## src/include/fesq_pkg.sv

```systemverilog
// Constants shared by the flash erase command sequencer files
package fesq_pkg;

    // ****************************************************************
    // Clock and timing
    // ****************************************************************
    localparam int unsigned CLK_NS       = 10;
    localparam int unsigned T_WP_NS      = 35;   // Write strobe low time
    localparam int unsigned T_ACC_NS     = 90;   // Read access time
    localparam int unsigned T_RP_NS      = 500;  // Hardware reset pulse
    localparam int unsigned SECT_WIN_US  = 50;   // Sector load window
    localparam int unsigned WP_CYC  = (T_WP_NS + CLK_NS - 1) / CLK_NS;
    localparam int unsigned ACC_CYC = (T_ACC_NS + CLK_NS - 1) / CLK_NS;
    localparam int unsigned RP_CYC  = (T_RP_NS + CLK_NS - 1) / CLK_NS;
    localparam int unsigned SECT_WIN_CYC = SECT_WIN_US * 1000 / CLK_NS;
    // Cycles from a request to the falling strobe of the next load
    localparam int unsigned WIN_MARGIN   = 4;

    // ****************************************************************
    // Register map
    // ****************************************************************
    localparam logic [7:0] OFS_CTRL   = 8'h00;
    localparam logic [7:0] OFS_ADDR   = 8'h04;
    localparam logic [7:0] OFS_STATUS = 8'h08;
    localparam logic [7:0] OFS_RDATA  = 8'h0c;
    localparam int unsigned ST_BUSY    = 0;
    localparam int unsigned ST_DONE    = 1;
    localparam int unsigned ST_REFUSED = 2;
    localparam int unsigned ST_RDY     = 3;
    localparam int unsigned ST_WINDOW  = 4;
    localparam logic [3:0]  CTRL_RST   = 4'h0;
    localparam logic [21:0] ADDR_RST   = 22'h000000;

    // ****************************************************************
    // Operations written to the control register
    // ****************************************************************
    localparam logic [3:0] OP_CHIP   = 4'h1;
    localparam logic [3:0] OP_SECT   = 4'h2;
    localparam logic [3:0] OP_ADD    = 4'h3;
    localparam logic [3:0] OP_SUSP   = 4'h4;
    localparam logic [3:0] OP_RESUME = 4'h5;
    localparam logic [3:0] OP_ID     = 4'h6;
    localparam logic [3:0] OP_QUERY  = 4'h7;
    localparam logic [3:0] OP_EXIT   = 4'h8;
    localparam logic [3:0] OP_READ   = 4'h9;
    localparam logic [3:0] OP_POLL   = 4'ha;
    localparam logic [3:0] OP_HWRST  = 4'hb;

    // ****************************************************************
    // Flash command codes and unlock addresses
    // ****************************************************************
    localparam logic [21:0] UNLOCK1_ADDR = 22'h000555;
    localparam logic [21:0] UNLOCK2_ADDR = 22'h0002aa;
    localparam logic [21:0] QUERY_ADDR   = 22'h000055;
    localparam logic [15:0] CMD_UNLOCK1  = 16'h00aa;
    localparam logic [15:0] CMD_UNLOCK2  = 16'h0055;
    localparam logic [15:0] CMD_SETUP    = 16'h0080;
    localparam logic [15:0] CMD_CHIP     = 16'h0010;
    localparam logic [15:0] CMD_SECT     = 16'h0030;
    localparam logic [15:0] CMD_SUSP     = 16'h00b0;
    localparam logic [15:0] CMD_RESUME   = 16'h0030;
    localparam logic [15:0] CMD_ID       = 16'h0090;
    localparam logic [15:0] CMD_QUERY    = 16'h0098;
    localparam logic [15:0] CMD_RESET    = 16'h00f0;
    localparam int unsigned POLL_BIT     = 7;
    localparam int unsigned TOGGLE_BIT   = 6;

endpackage : fesq_pkg

```

## src/hw/fesq_bus_cycle.sv

```systemverilog
// One timed write or read cycle on the flash parallel pins
`timescale 1ns/1ps
`default_nettype none

module fesq_bus_cycle (
    // Clock and reset
    input  wire logic        pclk,
    input  wire logic        presetn,
    // Request
    input  wire logic        start,
    input  wire logic        is_write,
    input  wire logic [21:0] addr,
    input  wire logic [15:0] wdata,
    output logic             done,
    output logic [15:0]      rdata,
    // Flash pins
    output logic [21:0]      flash_addr,
    output logic [15:0]      flash_dq_out,
    output logic             flash_dq_oe,
    input  wire logic [15:0] flash_dq_in,
    output logic             flash_ce_n,
    output logic             flash_we_n,
    output logic             flash_oe_n
);

    typedef enum logic [3:0] {
        C_IDLE = 4'b0001,
        C_SET  = 4'b0010,
        C_STB  = 4'b0100,
        C_HOLD = 4'b1000
    } fesq_cyc_t;

    fesq_cyc_t  state;
    logic [3:0] cnt;
    logic       wr;
    logic [3:0] stb_len;
    assign stb_len = wr ? 4'(fesq_pkg::WP_CYC) : 4'(fesq_pkg::ACC_CYC);

    // ****************************************************************
    // Strobe sequencing
    // ****************************************************************
    always_ff @(posedge pclk or negedge presetn) begin
        if (!presetn) begin
            state        <= C_IDLE;
            cnt          <= 4'h0;
            wr           <= 1'b0;
            done         <= 1'b0;
            rdata        <= 16'h0000;
            flash_addr   <= 22'h000000;
            flash_dq_out <= 16'h0000;
            flash_dq_oe  <= 1'b0;
            flash_ce_n   <= 1'b1;
            flash_we_n   <= 1'b1;
            flash_oe_n   <= 1'b1;
        end else begin
            done <= 1'b0;
            case (state)
                C_IDLE: begin
                    if (start) begin
                        wr           <= is_write;
                        flash_addr   <= addr;
                        flash_dq_out <= wdata;
                        flash_dq_oe  <= is_write;
                        flash_ce_n   <= 1'b0;
                        state        <= C_SET;
                    end
                end
                C_SET: begin
                    // Address is settled a cycle before the strobe falls
                    flash_we_n <= ~wr;
                    flash_oe_n <= wr;
                    cnt        <= 4'h1;
                    state      <= C_STB;
                end
                C_STB: begin
                    if (cnt >= stb_len) begin
                        if (!wr) begin
                            rdata <= flash_dq_in;
                        end
                        flash_we_n <= 1'b1;
                        flash_oe_n <= 1'b1;
                        state      <= C_HOLD;
                    end else begin
                        cnt <= cnt + 4'h1;
                    end
                end
                C_HOLD: begin
                    // Data held one cycle past the rising strobe
                    flash_ce_n  <= 1'b1;
                    flash_dq_oe <= 1'b0;
                    done        <= 1'b1;
                    state       <= C_IDLE;
                end
                default: begin
                    state <= C_IDLE;
                end
            endcase
        end
    end

endmodule : fesq_bus_cycle

`default_nettype wire

```

## src/hw/fesq_poll.sv

```systemverilog
// Erase completion check on the polling and toggle bits
`timescale 1ns/1ps
`default_nettype none

module fesq_poll (
    // Clock and reset
    input  wire logic pclk,
    input  wire logic presetn,
    // Samples
    input  wire logic clear,
    input  wire logic sample,
    input  wire logic poll_bit,
    input  wire logic toggle_bit,
    // Result
    output logic      finished
);

    logic have_prev;
    logic prev_toggle;

    // ****************************************************************
    // Two consecutive reads compared
    // ****************************************************************
    always_ff @(posedge pclk or negedge presetn) begin
        if (!presetn) begin
            have_prev   <= 1'b0;
            prev_toggle <= 1'b0;
            finished    <= 1'b0;
        end else if (clear) begin
            have_prev <= 1'b0;
            finished  <= 1'b0;
        end else if (sample) begin
            have_prev   <= 1'b1;
            prev_toggle <= toggle_bit;
            finished    <= have_prev && poll_bit &&
                           (prev_toggle == toggle_bit); // see [RQ8]
        end
    end

endmodule : fesq_poll

`default_nettype wire

```

## src/hw/fesq_ctrl.sv

```systemverilog
// Host controller issuing erase, suspend, ID and query sequences
`timescale 1ns/1ps
`default_nettype none

// Behaviour
// [RQ1] Chip erase: unlock, 80H, unlock, 10H
// [RQ2] Sector erase: same, last write 30H
// [RQ3] ID read with low bits zero: maker
// [RQ4] Device preprograms before erase by itself
// [RQ5] Device ignores commands while erasing, bar suspend
// [RQ6] Hardware reset aborts; erase reissued afterwards
// [RQ7] Device returns to array read after erase
// [RQ8] Done: polling 1, toggle steady twice
// [RQ9] Address at late fall, data early rise
// [RQ10] Sector latched on sixth falling strobe
// [RQ11] Extra sector load within 50us
// [RQ12] Other command in window: back to read
// [RQ13] Suspend honoured only during sector erase
// [RQ14] Suspend halts erase within 20us
// [RQ15] Suspend in window ends it at once
// [RQ16] Suspended: resume, program, unselected reads only
// [RQ17] Suspend program reports status on bits
// [RQ18] Resume acts only after accepted suspend
// [RQ19] Suspend and resume may repeat
// [RQ20] Query entered only from read-like states
// [RQ21] Reset in query returns to prior state
// [RQ22] Query offsets 10-12 give QRY
// [RQ23] ID read at 01h gives device code
// [RQ24] ID read at 02h gives protection
// [RQ25] ID mode left by reset command
// [RQ26] Wrong unlock pattern drops the sequence
// [RQ27] Ready/busy shows busy while erasing
module fesq_ctrl #(
    parameter int unsigned WIN_CYC = fesq_pkg::SECT_WIN_CYC
) (
    // Clock and reset
    input  wire logic        pclk,
    input  wire logic        presetn,
    // APB slave
    input  wire logic        psel,
    input  wire logic        penable,
    input  wire logic        pwrite,
    input  wire logic [7:0]  paddr,
    input  wire logic [31:0] pwdata,
    output logic [31:0]      prdata,
    output logic             pready,
    output logic             pslverr,
    // Flash pins
    output logic [21:0]      flash_addr,
    output logic [15:0]      flash_dq_out,
    output logic             flash_dq_oe,
    input  wire logic [15:0] flash_dq_in,
    output logic             flash_ce_n,
    output logic             flash_we_n,
    output logic             flash_oe_n,
    output logic             flash_reset_n,
    input  wire logic        ready_busy_n
);

    typedef enum logic [5:0] {
        S_IDLE  = 6'b000001,
        S_ISSUE = 6'b000010,
        S_WAIT  = 6'b000100,
        S_PCHK  = 6'b001000,
        S_RST   = 6'b010000,
        S_RWAIT = 6'b100000
    } fesq_state_t;

    fesq_state_t  state;
    logic [3:0]   op;
    logic [21:0]  addr;
    logic [2:0]   idx;
    logic         done_flag;
    logic         refused;
    logic [15:0]  rdata;
    logic         win_open;
    logic [12:0]  win_cnt;
    logic [7:0]   rst_cnt;
    logic [39:0]  step;
    logic         cyc_start;
    logic         cyc_done;
    logic [15:0]  cyc_rdata;
    logic         poll_done;
    logic         apb_wr;
    logic         ctrl_wr;
    logic         op_valid;
    logic         win_late;
    logic         accept;
    logic         reject;
    logic         last_step;
    logic         mapped;

    // ****************************************************************
    // Command scripts
    // ****************************************************************
    // Returns {last, write, address, data} of one step of an operation
    function automatic logic [39:0] fesq_step(
        input logic [3:0]  o,
        input logic [2:0]  i,
        input logic [21:0] sa
    );
        logic [21:0] a;
        logic [15:0] d;
        logic        w;
        logic        l;
        a = fesq_pkg::UNLOCK1_ADDR;
        d = fesq_pkg::CMD_UNLOCK1;
        w = 1'b1;
        l = 1'b0;
        case (o)
            fesq_pkg::OP_CHIP, fesq_pkg::OP_SECT: begin
                case (i)
                    3'd0, 3'd3: begin
                    end
                    3'd1, 3'd4: begin
                        a = fesq_pkg::UNLOCK2_ADDR;
                        d = fesq_pkg::CMD_UNLOCK2;
                    end
                    3'd2: begin
                        d = fesq_pkg::CMD_SETUP;
                    end
                    default: begin
                        l = 1'b1;
                        if (o == fesq_pkg::OP_CHIP) begin
                            d = fesq_pkg::CMD_CHIP; // see [RQ1]
                        end else begin
                            a = sa;
                            d = fesq_pkg::CMD_SECT; // see [RQ2]
                        end
                    end
                endcase
            end
            fesq_pkg::OP_ID: begin
                if (i == 3'd1) begin
                    a = fesq_pkg::UNLOCK2_ADDR;
                    d = fesq_pkg::CMD_UNLOCK2;
                end else if (i == 3'd2) begin
                    l = 1'b1;
                    d = fesq_pkg::CMD_ID;
                end
            end
            fesq_pkg::OP_ADD: begin
                l = 1'b1;
                a = sa;
                d = fesq_pkg::CMD_SECT; // see [RQ11]
            end
            fesq_pkg::OP_SUSP: begin
                l = 1'b1;
                d = fesq_pkg::CMD_SUSP;
            end
            fesq_pkg::OP_RESUME: begin
                l = 1'b1;
                d = fesq_pkg::CMD_RESUME;
            end
            fesq_pkg::OP_QUERY: begin
                l = 1'b1;
                a = fesq_pkg::QUERY_ADDR;
                d = fesq_pkg::CMD_QUERY;
            end
            fesq_pkg::OP_EXIT: begin
                l = 1'b1;
                d = fesq_pkg::CMD_RESET; // see [RQ25]
            end
            default: begin
                l = 1'b1;
                w = 1'b0;
                a = sa;
            end
        endcase
        return {l, w, a, d};
    endfunction : fesq_step

    assign step      = fesq_step(op, idx, addr);
    assign last_step = step[39];
    // ****************************************************************
    // APB decode
    // ****************************************************************
    assign pready   = 1'b1;
    assign apb_wr   = psel && penable && pwrite;
    assign mapped   = (paddr == fesq_pkg::OFS_CTRL) ||
                      (paddr == fesq_pkg::OFS_ADDR) ||
                      (paddr == fesq_pkg::OFS_STATUS) ||
                      (paddr == fesq_pkg::OFS_RDATA);
    assign pslverr  = psel && penable && !mapped;
    assign ctrl_wr  = apb_wr && (paddr == fesq_pkg::OFS_CTRL);
    assign op_valid = (pwdata[3:0] >= fesq_pkg::OP_CHIP) &&
                      (pwdata[3:0] <= fesq_pkg::OP_HWRST);
    // A late extra load would land after the device shut the window
    assign win_late = !win_open ||
                      (32'(win_cnt) + fesq_pkg::WIN_MARGIN >= WIN_CYC);
    assign accept   = ctrl_wr && (state == S_IDLE) && op_valid &&
                      !((pwdata[3:0] == fesq_pkg::OP_ADD) && win_late);
    assign reject   = ctrl_wr && !accept;

    always_comb begin
        prdata = 32'h00000000;
        case (paddr)
            fesq_pkg::OFS_CTRL: begin
                prdata[3:0] = op;
            end
            fesq_pkg::OFS_ADDR: begin
                prdata[21:0] = addr;
            end
            fesq_pkg::OFS_STATUS: begin
                prdata[fesq_pkg::ST_BUSY]    = (state != S_IDLE);
                prdata[fesq_pkg::ST_DONE]    = done_flag;
                prdata[fesq_pkg::ST_REFUSED] = refused;
                prdata[fesq_pkg::ST_RDY]     = ready_busy_n; // see [RQ27]
                prdata[fesq_pkg::ST_WINDOW]  = win_open;
            end
            fesq_pkg::OFS_RDATA: begin
                prdata[15:0] = rdata;
            end
            default: begin
                prdata = 32'h00000000;
            end
        endcase
    end

    // ****************************************************************
    // Software registers
    // ****************************************************************
    always_ff @(posedge pclk or negedge presetn) begin
        if (!presetn) begin
            op <= fesq_pkg::CTRL_RST;
        end else if (accept) begin
            op <= pwdata[3:0];
        end
    end

    always_ff @(posedge pclk or negedge presetn) begin
        if (!presetn) begin
            addr <= fesq_pkg::ADDR_RST;
        end else if (apb_wr && (paddr == fesq_pkg::OFS_ADDR) &&
                     (state == S_IDLE)) begin
            addr <= pwdata[21:0];
        end
    end

    // Sticky flags: a set in the clearing cycle wins
    always_ff @(posedge pclk or negedge presetn) begin
        if (!presetn) begin
            done_flag <= 1'b0;
            refused   <= 1'b0;
        end else begin
            if ((state == S_WAIT && cyc_done && last_step &&
                 op != fesq_pkg::OP_POLL) ||
                (state == S_PCHK && poll_done) ||
                (state == S_RWAIT && ready_busy_n)) begin
                done_flag <= 1'b1;
            end else if (accept || (apb_wr &&
                         paddr == fesq_pkg::OFS_STATUS &&
                         pwdata[fesq_pkg::ST_DONE])) begin
                done_flag <= 1'b0;
            end
            if (reject) begin
                refused <= 1'b1;
            end else if (apb_wr && paddr == fesq_pkg::OFS_STATUS &&
                         pwdata[fesq_pkg::ST_REFUSED]) begin
                refused <= 1'b0;
            end
        end
    end

    // ****************************************************************
    // Sequencer
    // ****************************************************************
    assign cyc_start = (state == S_ISSUE);
    always_ff @(posedge pclk or negedge presetn) begin
        if (!presetn) begin
            state <= S_IDLE;
            idx   <= 3'd0;
        end else begin
            case (state)
                S_IDLE: begin
                    idx <= 3'd0;
                    if (accept) begin
                        state <= (pwdata[3:0] == fesq_pkg::OP_HWRST) ?
                                 S_RST : S_ISSUE;
                    end
                end
                S_ISSUE: begin
                    state <= S_WAIT;
                end
                S_WAIT: begin
                    if (cyc_done) begin
                        if (op == fesq_pkg::OP_POLL) begin
                            state <= S_PCHK;
                        end else if (last_step) begin
                            state <= S_IDLE;
                        end else begin
                            idx   <= idx + 3'd1;
                            state <= S_ISSUE;
                        end
                    end
                end
                S_PCHK: begin
                    // Keep reading until two reads agree on completion
                    state <= poll_done ? S_IDLE : S_ISSUE; // see [RQ8]
                end
                S_RST: begin
                    if (rst_cnt >= 8'(fesq_pkg::RP_CYC)) begin
                        state <= S_RWAIT;
                    end
                end
                S_RWAIT: begin
                    if (ready_busy_n) begin
                        state <= S_IDLE; // see [RQ6]
                    end
                end
                default: begin
                    state <= S_IDLE;
                end
            endcase
        end
    end
    // Reset pulse aborts whatever the device is doing
    always_ff @(posedge pclk or negedge presetn) begin
        if (!presetn) begin
            rst_cnt       <= 8'h00;
            flash_reset_n <= 1'b1;
        end else begin
            flash_reset_n <= !(state == S_RST &&
                              rst_cnt < 8'(fesq_pkg::RP_CYC)); // see [RQ6]
            rst_cnt <= (state == S_RST) ? rst_cnt + 8'h01 : 8'h00;
        end
    end

    always_ff @(posedge pclk or negedge presetn) begin
        if (!presetn) begin
            rdata <= 16'h0000;
        end else if (state == S_WAIT && cyc_done && !step[38]) begin
            rdata <= cyc_rdata; // see [RQ17]
        end
    end

    // ****************************************************************
    // Sector load window
    // ****************************************************************
    // Counted from the end of each sector write; any other op closes it
    always_ff @(posedge pclk or negedge presetn) begin
        if (!presetn) begin
            win_open <= 1'b0;
            win_cnt  <= 13'h0000;
        end else if (state == S_WAIT && cyc_done && last_step &&
                     (op == fesq_pkg::OP_SECT ||
                      op == fesq_pkg::OP_ADD)) begin
            win_open <= 1'b1; // see [RQ11]
            win_cnt  <= 13'h0000;
        end else if (accept && pwdata[3:0] != fesq_pkg::OP_ADD) begin
            win_open <= 1'b0;
        end else if (win_open) begin
            if (32'(win_cnt) + 1 >= WIN_CYC) begin
                win_open <= 1'b0;
            end
            win_cnt <= win_cnt + 13'h0001;
        end
    end

    // ****************************************************************
    // Pin cycle engine and completion check
    // ****************************************************************
    fesq_bus_cycle u_cycle (
        .pclk         (pclk),
        .presetn      (presetn),
        .start        (cyc_start),
        .is_write     (step[38]),
        .addr         (step[37:16]),
        .wdata        (step[15:0]),
        .done         (cyc_done),
        .rdata        (cyc_rdata),
        .flash_addr   (flash_addr),
        .flash_dq_out (flash_dq_out),
        .flash_dq_oe  (flash_dq_oe),
        .flash_dq_in  (flash_dq_in),
        .flash_ce_n   (flash_ce_n),
        .flash_we_n   (flash_we_n),
        .flash_oe_n   (flash_oe_n)
    );

    fesq_poll u_poll (
        .pclk       (pclk),
        .presetn    (presetn),
        .clear      (accept),
        .sample     (state == S_WAIT && cyc_done &&
                     op == fesq_pkg::OP_POLL),
        .poll_bit   (cyc_rdata[fesq_pkg::POLL_BIT]),
        .toggle_bit (cyc_rdata[fesq_pkg::TOGGLE_BIT]),
        .finished   (poll_done)
    );

endmodule : fesq_ctrl

`default_nettype wire

```

## config.mk

```make
export PLATFORM = sky130hd
export DESIGN_NAME = fesq_ctrl
export DESIGN_NICKNAME = d
export VERILOG_FILES = /design/src/include/fesq_pkg.sv /design/src/hw/fesq_bus_cycle.sv /design/src/hw/fesq_poll.sv /design/src/hw/fesq_ctrl.sv
export SDC_FILE = /design/constraint.sdc
export NUM_CORES = 1
export LEC_CHECK = 0
export BUFFER_PORTS_ARGS = -buffer_cell sky130_fd_sc_hd__buf_2
export CORE_MARGIN = 4
export CORE_UTILIZATION = 61
export CTS_CLUSTER_DIAMETER = 30
export DETAILED_ROUTE_END_ITERATION = 10
export PLACE_DENSITY = 0.92
export SLEW_MARGIN = 10
export SYNTH_ARGS = -nofsm -noshare
export SYNTH_HDL_FRONTEND = slang
export SYNTH_HIERARCHICAL = 1
export SYNTH_SLANG_ARGS = --single-unit
```

## constraint.sdc

```tcl
create_clock -name pclk -period 5.3 [get_ports pclk]
set_input_delay 0.265 -clock pclk [delete_from_list [all_inputs] [get_ports pclk]]
set_output_delay 0.265 -clock pclk [all_outputs]
set_load 0.1 [all_outputs]
```

==> results of run 1 <==
-- critical path, cell delays in order, from the launching register on --
cell	delay, ns
dfrtp_1	0.48
nor4_2	0.33
nand2_1	0.35
nor3_1	0.57
and3_1	0.28
a22oi_1	0.11
inv_1	0.16
nand2b_4	0.15
mux2_2	0.33
-- cells in the mapped netlist (5+ instances only) --
cell	number	share of area (%)
a21o_1	5	0.48
a21oi_1	32	2.0
a22o_1	11	1.2
a22oi_1	5	0.48
a31oi_1	6	0.48
and2_1	16	1.3
and3_1	26	2.1
buf_2	9	0.57
buf_4	14	1.3
clkbuf_1	28	1.3
dfrtp_1	141	45
dfstp_2	6	2.0
ha_1	15	2.4
inv_1	30	1.4
mux2_2	49	7.0
nand2_1	160	7.6
nand3_1	15	0.95
nand3b_1	5	0.48
nor2_1	58	2.8
nor2b_1	7	0.56
nor3_1	21	1.3
nor4_1	6	0.48
o21ai_0	33	2.1
o22ai_1	7	0.56
xnor2_1	13	1.4
xor2_1	10	1.1
-- metal layers --
metal / part of all wire [%] / wire (um) / track usage [%] / up-vias
met4: 4.2 / 871 / 13.0 / 0
met3: 8.7 / 1790 / 6.62 / 101
li1: - / - / - / 3041
met1: 39 / 7920 / 37.2 / 3260
met5: 0 / 0 / 0 / -
met2: 48 / 9910 / 45.7 / 460
-- cells in the final DEF (no fill, tap or decap), drive strengths merged, types with 19 or more instances in the layout --
| cell type | synthesis | layout |
|---|---|---|
| dfrtp | 141 | 141 |
| nor2 | 59 | 59 |
| mux2 | 52 | 52 |
| inv | 30 | 37 |
| o21ai | 33 | 33 |
| conb | 2 | 19 |
| a21oi | 32 | 32 |
| nand2 | 161 | 161 |
| buf | 26 | 122 |
| and3 | 27 | 27 |
| nor3 | 21 | 21 |
-- layout make-up --
type                       instances  area [um^2]  area share [%]
multi-input combinational        607         3840            42.3
sequential                       147         3690            40.7
timing repair buffer             123          639            7.05
clock buffer                      17          425            4.69
tap                              172          215            2.37
clock inverter                    15          146            1.61
inverter                          30          113            1.24
antenna                            1         2.50          0.0276
-- path summary, 6_finish.rpt --
path	slack, ns	start	end	cells after the start
min	0.06	pwdata[8]	addr[8]$_DFFE_PN0P_	3
max reg2reg	2.43	state[2]$_DFFE_PN0P_	u_poll/prev_toggle$_DFFE_PN0P_	8
max in group asynchronous	3.70	presetn	flash_reset_n$_DFF_PN1_	3
min in group asynchronous	0.49	presetn	u_cycle/flash_addr[20]$_DFFE_PN0P_	2
min reg2reg	0.48	u_cycle/flash_dq_out[13]$_DFFE_PN0P_	u_cycle/flash_dq_out[13]$_DFFE_PN0P_	2
max	2.43	state[2]$_DFFE_PN0P_	u_poll/prev_toggle$_DFFE_PN0P_	8
-- flip-flops by register name (all words and copies together) (netlist names), 3 cells and up --
signal,flops
addr,22
u_cycle/flash_addr,22
rdata,16
u_cycle/flash_dq_out,16
u_cycle/rdata,16
win_cnt,13
rst_cnt,8
state,6
op,4
u_cycle/cnt,4
u_cycle/state,4
idx,3
-- logic make-up after synthesis --
family,Yosys count
muxes,60
buffers and inverters,85
DFF,147
adders and majority gates,15
AOI/OAI and AO/OA,138
xor gates and xnor gates,23
other,2
and+or+nand+nor,352
-- metrics by stage --
step / util [%] / hold slack [ns] / area [um^2] / cells
floorplan: - / -0.0306 / 7930 / 839
global placement: 67.2 / 0.408 / 8480 / 1078
detailed placement: 67.2 / 0.414 / 8480 / 1078
CTS: 71.8 / 0.0553 / 9060 / 1111
global route: 71.9 / 0.0641 / 9070 / 1112
finish: 71.9 / 0.0628 / 9070 / 1112
-- power groups by stage --
stage	logic, mW	registers [mW]	clock network, mW
global placement	1.02	1.32	0
detailed placement	1.04	1.33	0
CTS	1.05	1.31	1.17
finish	1.05	1.31	1.16
global route	1.10	1.32	1.22
floorplan	0.303	1.87	0
-- what timing repair did --
action / CTS / global route
setup buffers: 0 / 0
resized for setup: 0 / 0
endpoints found under the hold margin: 98 / 0
hold buffers: 1 / 0
==> results_dict.tcl, run 1 <==
set metrics [dict create \
    insertion_delay_ns 0.43 \
    cts_sinks 147 \
    synth-seq-area-share_pct 46.9 \
    viasPerCell 6.17 \
    synth_top_family_by_area "simple AND/OR/NAND/NOR gates" \
    fin_setup_tns_ns 0 \
    initial_core_util_pct 62.3 \
    drv_slew 0 \
    dp_slack_ns 2.40 \
    grt_overflow_total 0 \
    postSynthCellCount 822 \
    p_comb_share_pct 29.9 \
    synth_area_per_cell_um2 9.56 \
    grt_setup_unrepaired "false" \
    track_usage_pct 28.5 \
    cts.clk_slew.worst_paths_ns 0.07 \
    critPathLaunchType "flop" \
    intPower_mw 2.07 \
    synth_compound_area_share_pct 11.9 \
    clockRootBuffer "clkbuf_16" \
    status "finished clean" \
    worst_pin_slew_ns 1.11 \
    worst_slack_ns 2.43 \
    drive_above_1_share_pct 25.0 \
    post-route-min-period_ns 2.87 \
    grt_pass1_vias 6737 \
    yosys_warnings 6 \
    first_pass_iters 6 \
    ys_seq_elements 147 \
    antenna_left 0 \
    fp.dieArea_um2 14800 \
    drt_iter0_drc 833 \
    seqPwrFrac_pct 37.2 \
    vias 6862 \
    place.gp.congestion 0.933 \
    skew_ns 0.00869 \
    grt_first_pass_wirelength_mm 33.4 \
    crit_arrival_ns 3.18 \
    syn2layout_area_growth_pct 15.3 \
    cts_tree "done" \
    hp-class "primary input to flop" \
    synth_xor_xnor_area_share_pct 2.56 \
    power_density_nw_per_um2 389 \
    dpl.hpwl_mm 13.6 \
    antenna_found_initial 1 \
    peakVddDrop_uv 253 \
    die_w_um 122 \
    drc 0 \
    yosys.area_share.simple_pct 21.9 \
    max_freq_ghz 0.348 \
    netlist_area_um2 7860 \
    routed_wl_mm 20.5 \
    synth_mux_area_share_pct 9.25 \
    cts_buffer_depth 2 \
    synthAdderAreaFrac_pct 2.39 \
    p_leak_nw 4.58 \
    cp.required_ns 5.61 \
    clkPwrFrac_pct 32.9 \
    cp_max_fo 11 \
    path_class "flop to flop" \
    ys_types 76 \
    cap_violations 0 \
    wire_per_inst_um 18.4 \
    total_power_mw 3.53 \
    die_height_um 122 \
    slew_headroom_pct 26.1 \
    h-tree-depth 4 \
    swShare_pct 41.2 \
    worstSetupEndpointType "flop" \
    async_flop_share_pct 100 \
    hold_violations 0 \
    fin_nets 1003 \
    synth-edff-count 0 \
    synthFlopType "dfrtp_1" \
    num_rows 41 \
    fill_cells 859 \
    port_buffers 117 \
    finalCritPeriodShare_pct 54.2 \
    core_um2 12600 \
    cts_made_buffers 17 \
    finalSetupViolCount 0 \
    io_pins 139 \
    grt_max_degree 101 \
    switchingPower_mw 1.45 \
]
No activity file was read; power rests on OpenSTA's default activity.
==> run 2: changes to the inputs <==
--- a/config.mk
+++ b/config.mk
@@ -7,10 +7,10 @@
 export LEC_CHECK = 0
 export BUFFER_PORTS_ARGS = -buffer_cell sky130_fd_sc_hd__buf_2
 export CORE_MARGIN = 4
-export CORE_UTILIZATION = 61
+export CORE_UTILIZATION = 51
 export CTS_CLUSTER_DIAMETER = 30
 export DETAILED_ROUTE_END_ITERATION = 10
-export PLACE_DENSITY = 0.92
+export PLACE_DENSITY = 0.83
 export SLEW_MARGIN = 10
 export SYNTH_ARGS = -nofsm -noshare
 export SYNTH_HDL_FRONTEND = slang
==> constraint.sdc (replaced) <==
create_clock -name pclk -period 2.63 [get_ports pclk]
set_input_delay 0.1315 -clock pclk [delete_from_list [all_inputs] [get_ports pclk]]
set_output_delay 0.1315 -clock pclk [all_outputs]
set_load 0.1 [all_outputs]
==> run 2 against run 1 <==
- die area is 18% higher
- flip-flop and latch count did not move
- critical path depth is 2 lower
- routed wire length grew 1.8%
- core utilization shrank 6.4 points
- largest power group unchanged
- clock-buffer cell count unchanged
- sequential power up 100%
- highest routed layer unchanged
- worst hold slack worse by 0.017 ns
==> results_dict.tcl, run 2 (same netlist as run 1, synthesis figures left out) <==
set metrics [dict create \
    cts.clk_slew.worst_paths_ns 0.07 \
    path_class "flop to output pin" \
    rr_endpoint "u_cycle/flash_addr[0]$_DFFE_PN0P_" \
    switchingPower_mw 3.02 \
    total_power_mw 7.30 \
    n_antenna_cell 0 \
    post-route-util_pct 65.5 \
    grt_overflow_total 0 \
    hold_depth 3 \
    die_height_um 132 \
    die_w_um 132 \
    finalCritPeriodShare_pct 97.6 \
    intPower_mw 4.27 \
    dpl.hpwl_mm 13.6 \
    port_buffers 117 \
    hold_violations 0 \
    cts_made_buffers 17 \
    finalSetupViolCount 0 \
    insertion_delay_ns 0.43 \
    cp.required_ns 2.50 \
    peakVddDrop_uv 688 \
    slew_headroom_pct 55.3 \
    crit_arrival_ns 2.44 \
    clockRootBuffer "clkbuf_16" \
    dp_slack_ns 0.0505 \
    syn2layout_area_growth_pct 26.1 \
    final_common_cell "nand2_1" \
    worstSetupEndpointType "output pin" \
    whs_ns 0.0455 \
    io_pins 139 \
    post-route-min-period_ns 2.57 \
    whs_endpoint "addr[2]$_DFFE_PN0P_" \
    seqPwrFrac_pct 36.2 \
    place.gp.congestion 0.897 \
    worst_slack_ns 0.0623 \
    first_pass_iters 5 \
    cp_max_fo 10 \
    grt_pass1_vias 6758 \
    cts_tree "done" \
    antenna_found_initial 0 \
    num_rows 45 \
    clkPwrFrac_pct 33.4 \
    drc 0 \
    critPathLaunchType "flop" \
    p_comb_share_pct 30.4 \
    cap_violations 0 \
    fin_area_um2 9910 \
    skew_ns 0.0104 \
    place_area_um2 8940 \
    reg_top3 "addr (22), u_cycle/flash_addr (22)" \
    layout_common_cells "160 x nand2_1, 139 x dfrtp_1, 98 x buf_2" \
    regToRegSetupSlack_ns 0.06 \
    cts_buffer_depth 2 \
    worst_pin_slew_ns 0.661 \
    hp-start "pwdata[2]" \
    drive_above_1_share_pct 26.2 \
    drv_slew 0 \
    power_density_nw_per_um2 736 \
    wire_per_inst_um 17.6 \
    p_leak_nw 4.89 \
    fill_cells 1091 \
    final-seq-area_um2 3690 \
    fin_nets 1060 \
    status "finished clean" \
    hp-class "primary input to flop" \
    fp.dieArea_um2 17500 \
    vias 6871 \
    routed_wl_mm 20.9 \
    cts_sinks 147 \
    h-tree-depth 4 \
    max_freq_ghz 0.389 \
    core_um2 15100 \
    antenna_left 0 \
    multi_input_area_um2 3860 \
    grt_max_degree 64 \
    drt_iter0_drc 532 \
    viasPerCell 5.80 \
    grt_first_pass_wirelength_mm 34.4 \
    r2r_cells 10 \
    initial_core_util_pct 51.9 \
    postCtsSetupBuffers 0 \
    swShare_pct 41.4 \
    r2r-start "idx[0]$_DFFE_PN0P_" \
    track_usage_pct 24.3 \
]
==> run 2: cell count changes in the layout (fill, tap and decap cells not counted), moves of 2 or more <==
cell           delta
buf_4            +21
dfrtp_1           -2
buf_12           +18
dfrtp_2           +2
clkinv_2          -2
dlygate4sd3_1    +35
inv_8             +2
buf_2            -18
==> run 2: metal layers <==
metal	global-route usage, %	vias up	routed length [um]
li1	-	3156	-
met1	31.9	3340	8520
met2	38.9	318	10200
met3	5.92	57	1490
met4	9.86	0	614
met5	0	-	0
==> run 2: metrics by stage <==
stage	cells	TNS, ns
final	1184	0
after global routing	1184	-0.427
after CTS	1184	0
after detailed placement	1116	0
after global placement	1116	0
after floorplan	839	0
==> run 2: power by group through the flow <==
| stage | Combinational [mW] | Sequential [mW] | Clock, mW |
|---|---|---|---|
| final | 2.22 | 2.64 | 2.44 |
| after global routing | 2.32 | 2.67 | 2.56 |
| after CTS | 2.20 | 2.64 | 2.45 |
| after detailed placement | 2.14 | 2.68 | 0 |
| after global placement | 2.11 | 2.67 | 0 |
| after floorplan | 0.610 | 3.78 | 0 |
==> run 2: worst max path at each step <==
| stage | start | endpoint | slack (ns) | cells after the start |
|---|---|---|---|---|
| after floorplan | win_cnt[2]$_DFFE_PN0P_ | u_poll/prev_toggle$_DFFE_PN0P_ | 0.21 | 9 |
| after global placement | win_cnt[2]$_DFFE_PN0P_ | u_poll/prev_toggle$_DFFE_PN0P_ | 0.15 | 9 |
| after detailed placement | win_cnt[3]$_DFFE_PN0P_ | u_poll/prev_toggle$_DFFE_PN0P_ | 0.05 | 9 |
| after CTS | state[3]$_DFFE_PN0P_ | prdata[0] | 0.04 | 6 |
| after global routing | idx[0]$_DFFE_PN0P_ | u_cycle/flash_addr[2]$_DFFE_PN0P_ | -0.14 | 10 |
| final | state[4]$_DFFE_PN0P_ | prdata[0] | 0.06 | 6 |
==> run 2: cell type report <==
| cell class | count | share of cell area, % |
|---|---|---|
| multi-input cells | 607 | 38.9 |
| flip-flops and latches | 147 | 37.2 |
| repair buffers | 180 | 14.4 |
| clock buffers | 17 | 4.29 |
| well taps | 188 | 2.37 |
| clock inverters | 15 | 1.68 |
| inverters | 30 | 1.14 |
==> run 2: what timing repair did <==
| item | in CTS | in global routing |
|---|---|---|
| gates resized for setup | 1 | 6 |
| pin swaps | 0 | 1 |
| endpoints found under the hold margin | 83 | 0 |
| hold buffers | 36 | 0 |
| endpoints found under the setup margin | 1 | 5 |
==> run 2: critical path, cell delays in order (launching register included) <==
cell	delay [ns]
dfrtp_2	0.46
nor4_4	0.34
nand2_1	0.15
buf_4	0.21
mux4_2	0.45
and2_1	0.20
buf_6	0.19
==> run 3: changes to the inputs <==
--- a/config.mk
+++ b/config.mk
@@ -7,10 +7,11 @@
 export LEC_CHECK = 0
 export BUFFER_PORTS_ARGS = -buffer_cell sky130_fd_sc_hd__buf_2
 export CORE_MARGIN = 4
-export CORE_UTILIZATION = 51
+export CORE_UTILIZATION = 45
 export CTS_CLUSTER_DIAMETER = 30
 export DETAILED_ROUTE_END_ITERATION = 10
-export PLACE_DENSITY = 0.83
+export PLACE_DENSITY = 0.75
+export RECOVER_POWER = 50
 export SLEW_MARGIN = 10
 export SYNTH_ARGS = -nofsm -noshare
 export SYNTH_HDL_FRONTEND = slang
==> run 3 against run 2 <==
- the flow now finishes with violations (max-capacitance violations, max-slew violations)
- sequential power hardly changed
- routed wire length is 8.5% lower
- clock skew is 0.0013 ns lower
- clock power is 4% lower
- largest power group unchanged
- final area is 0.20% higher
- core utilization is 7.8 points lower
- critical path depth stayed put
- via count is 4.3% lower
- final cell count is 3.5% higher
- worst hold slack worse by 0.022 ns
- non-clock buffer count is 3 higher
==> results_dict.tcl, run 3 (same netlist as run 1, synthesis figures left out) <==
set metrics [dict create \
    fill_cells 1448 \
    die_w_um 140 \
    finalCritPeriodShare_pct 96.6 \
    violations "max-capacitance violations, max-slew violations" \
    postCtsSetupBuffers 0 \
    slew_headroom_pct -19.6 \
    cts_tree "done" \
    dpl.hpwl_mm 13.5 \
    crit_path_max_incr_delay_ns 0.47 \
    io_pins 139 \
    first_pass_iters 6 \
    grt_overflow_total 0 \
    drc 0 \
    reg_top3 "addr (22), u_cycle/flash_addr (22)" \
    place_area_um2 9010 \
    path_class "flop to output pin" \
    grt_setup_unrepaired "false" \
    fin_cells 1225 \
    hold_violations 0 \
    cp_top_family "simple AND/OR/NAND/NOR gates" \
    max_freq_ghz 0.393 \
    whs_ns 0.0236 \
    cts_sinks 147 \
    cts.clk_slew.worst_paths_ns 0.07 \
    h-tree-depth 4 \
    layout_common_cells "160 x nand2_1, 139 x dfrtp_1, 75 x buf_2" \
    antenna_left 0 \
    initial_core_util_pct 45.6 \
    cts_buffer_depth 2 \
    critPathLaunchType "flop" \
    die_height_um 140 \
    skew_ns 0.00910 \
    antenna_found_initial 1 \
    port_buffers 117 \
    fp.dieArea_um2 19600 \
    track_usage_pct 19.6 \
    post-route-min-period_ns 2.54 \
    worst_pin_slew_ns 1.79 \
    grt_max_degree 51 \
    clockRootBuffer "clkbuf_16" \
    cp_max_fo 10 \
    num_rows 48 \
    syn2layout_area_growth_pct 26.4 \
    fin_setup_tns_ns 0 \
    final_common_cell "nand2_1" \
    fin_nets 1063 \
    status "finished with violations" \
    grt_pass1_vias 6366 \
    viasPerCell 5.37 \
    cp.required_ns 2.50 \
    cap_violations 1 \
    core_um2 17200 \
    routed_wl_mm 19.1 \
    drv_slew 42 \
    p_leak_nw 4.82 \
    insertion_delay_ns 0.43 \
    crit_arrival_ns 2.41 \
    drive_above_1_share_pct 23.7 \
    grt_first_pass_wirelength_mm 31.7 \
    vias 6573 \
    path_buf_inv 2 \
    crit_top_cell "buf_4" \
    crit_chain "nor4_4 > nand2_1 > buf_4 > mux4_2 > and2_1 > buf_4" \
    cp_slowest_cell "dfrtp_2" \
    wire_per_inst_um 15.6 \
    fin_area_um2 9930 \
    worst_slack_ns 0.0881 \
    worstSetupEndpointType "output pin" \
    hp-class "primary input to flop" \
    power_density_nw_per_um2 719 \
    dp_cells 1155 \
    dp_slack_ns 0.0605 \
    place.gp.congestion 0.911 \
    peakVddDrop_uv 890 \
    drt_iter0_drc 474 \
    cts_made_buffers 17 \
    finalSetupViolCount 0 \
]
-- run 3: cell types whose count changed in the layout (fill, tap and decap cells not counted), sizes merged --
cell / before / now
bufinv: 1 / 0
inv: 38 / 42
dlygate4sd2: 0 / 1
dlygate4sd3: 36 / 37
clkbuf: 17 / 41
buf: 144 / 121
clkinv: 5 / 2
diode: 0 / 1
-- run 3: power by group --
part / switching (mW) / internal [mW]
Combinational: 1.76 / 0.387
Clock: 1.08 / 1.27
Sequential: 0.148 / 2.49
Total: 2.99 / 4.15
-- run 3: repair_timing --
action	4_1_cts	5_1_grt
gates cloned	0	0
setup endpoints to repair	1	7
pin swaps	0	1
hold endpoints to repair	74	0
resized for setup	1	5
hold buffers	37	0
-- run 3: final timing paths --
path                                                     from  cells past startpoint                            endpoint  slack (ns)
hold reg to reg            u_cycle/flash_addr[11]$_DFFE_PN0P_                      2  u_cycle/flash_addr[11]$_DFFE_PN0P_        0.47
hold / removal                                      pwdata[0]                      3                 addr[0]$_DFFE_PN0P_        0.02
setup / recovery                         state[3]$_DFFE_PN0P_                      6                           prdata[0]        0.09
max in group asynchronous                             presetn                      3                state[3]$_DFFE_PN0P_        0.51
setup reg to reg                       win_cnt[3]$_DFFE_PN0P_                      8                   op[1]$_DFFE_PN0P_        0.10
min in group asynchronous                             presetn                      2              win_cnt[0]$_DFFE_PN0P_        0.87
-- run 3: area by class of cell --
cell class | instances | area (um^2) | share of cell area, %
inverters | 30 | 113 | 1.13
well taps | 225 | 282 | 2.83
multi-input cells | 607 | 3850 | 38.8
flip-flops and latches | 147 | 3690 | 37.1
clock inverters | 15 | 150 | 1.51
diodes | 1 | 2.50 | 0.0252
clock buffers | 17 | 425 | 4.28
repair buffers | 183 | 1420 | 14.3
-- run 3: routing by layer --
layer / vias up / routed length (um) / track usage (%) / share of wire (%)
met1: 3147 / 8550 / 27.2 / 45
met5: - / 0 / 0 / 0
met4: 0 / 423 / 7.29 / 2.2
met3: 36 / 1170 / 3.65 / 6.1
met2: 220 / 8950 / 30.8 / 47
li1: 3170 / - / - / -
-- run 3: per-stage QoR --
stage               total power, mW  utilization, %
global route                   7.46            57.6
CTS                            7.21            57.8
detailed placement             4.81            52.3
floorplan                      4.39               -
global placement               4.77            52.3
finish                         7.14            57.6
-- run 3: worst reg2reg max path: cells and delay by family, from the launching register on --
family	cells	cell delay (ns)
flops	1	0.40
buf+inv	1	0.16
compound gates	3	0.61
simple gates	2	0.68
mux	1	0.31
fa+ha+maj	1	0.26
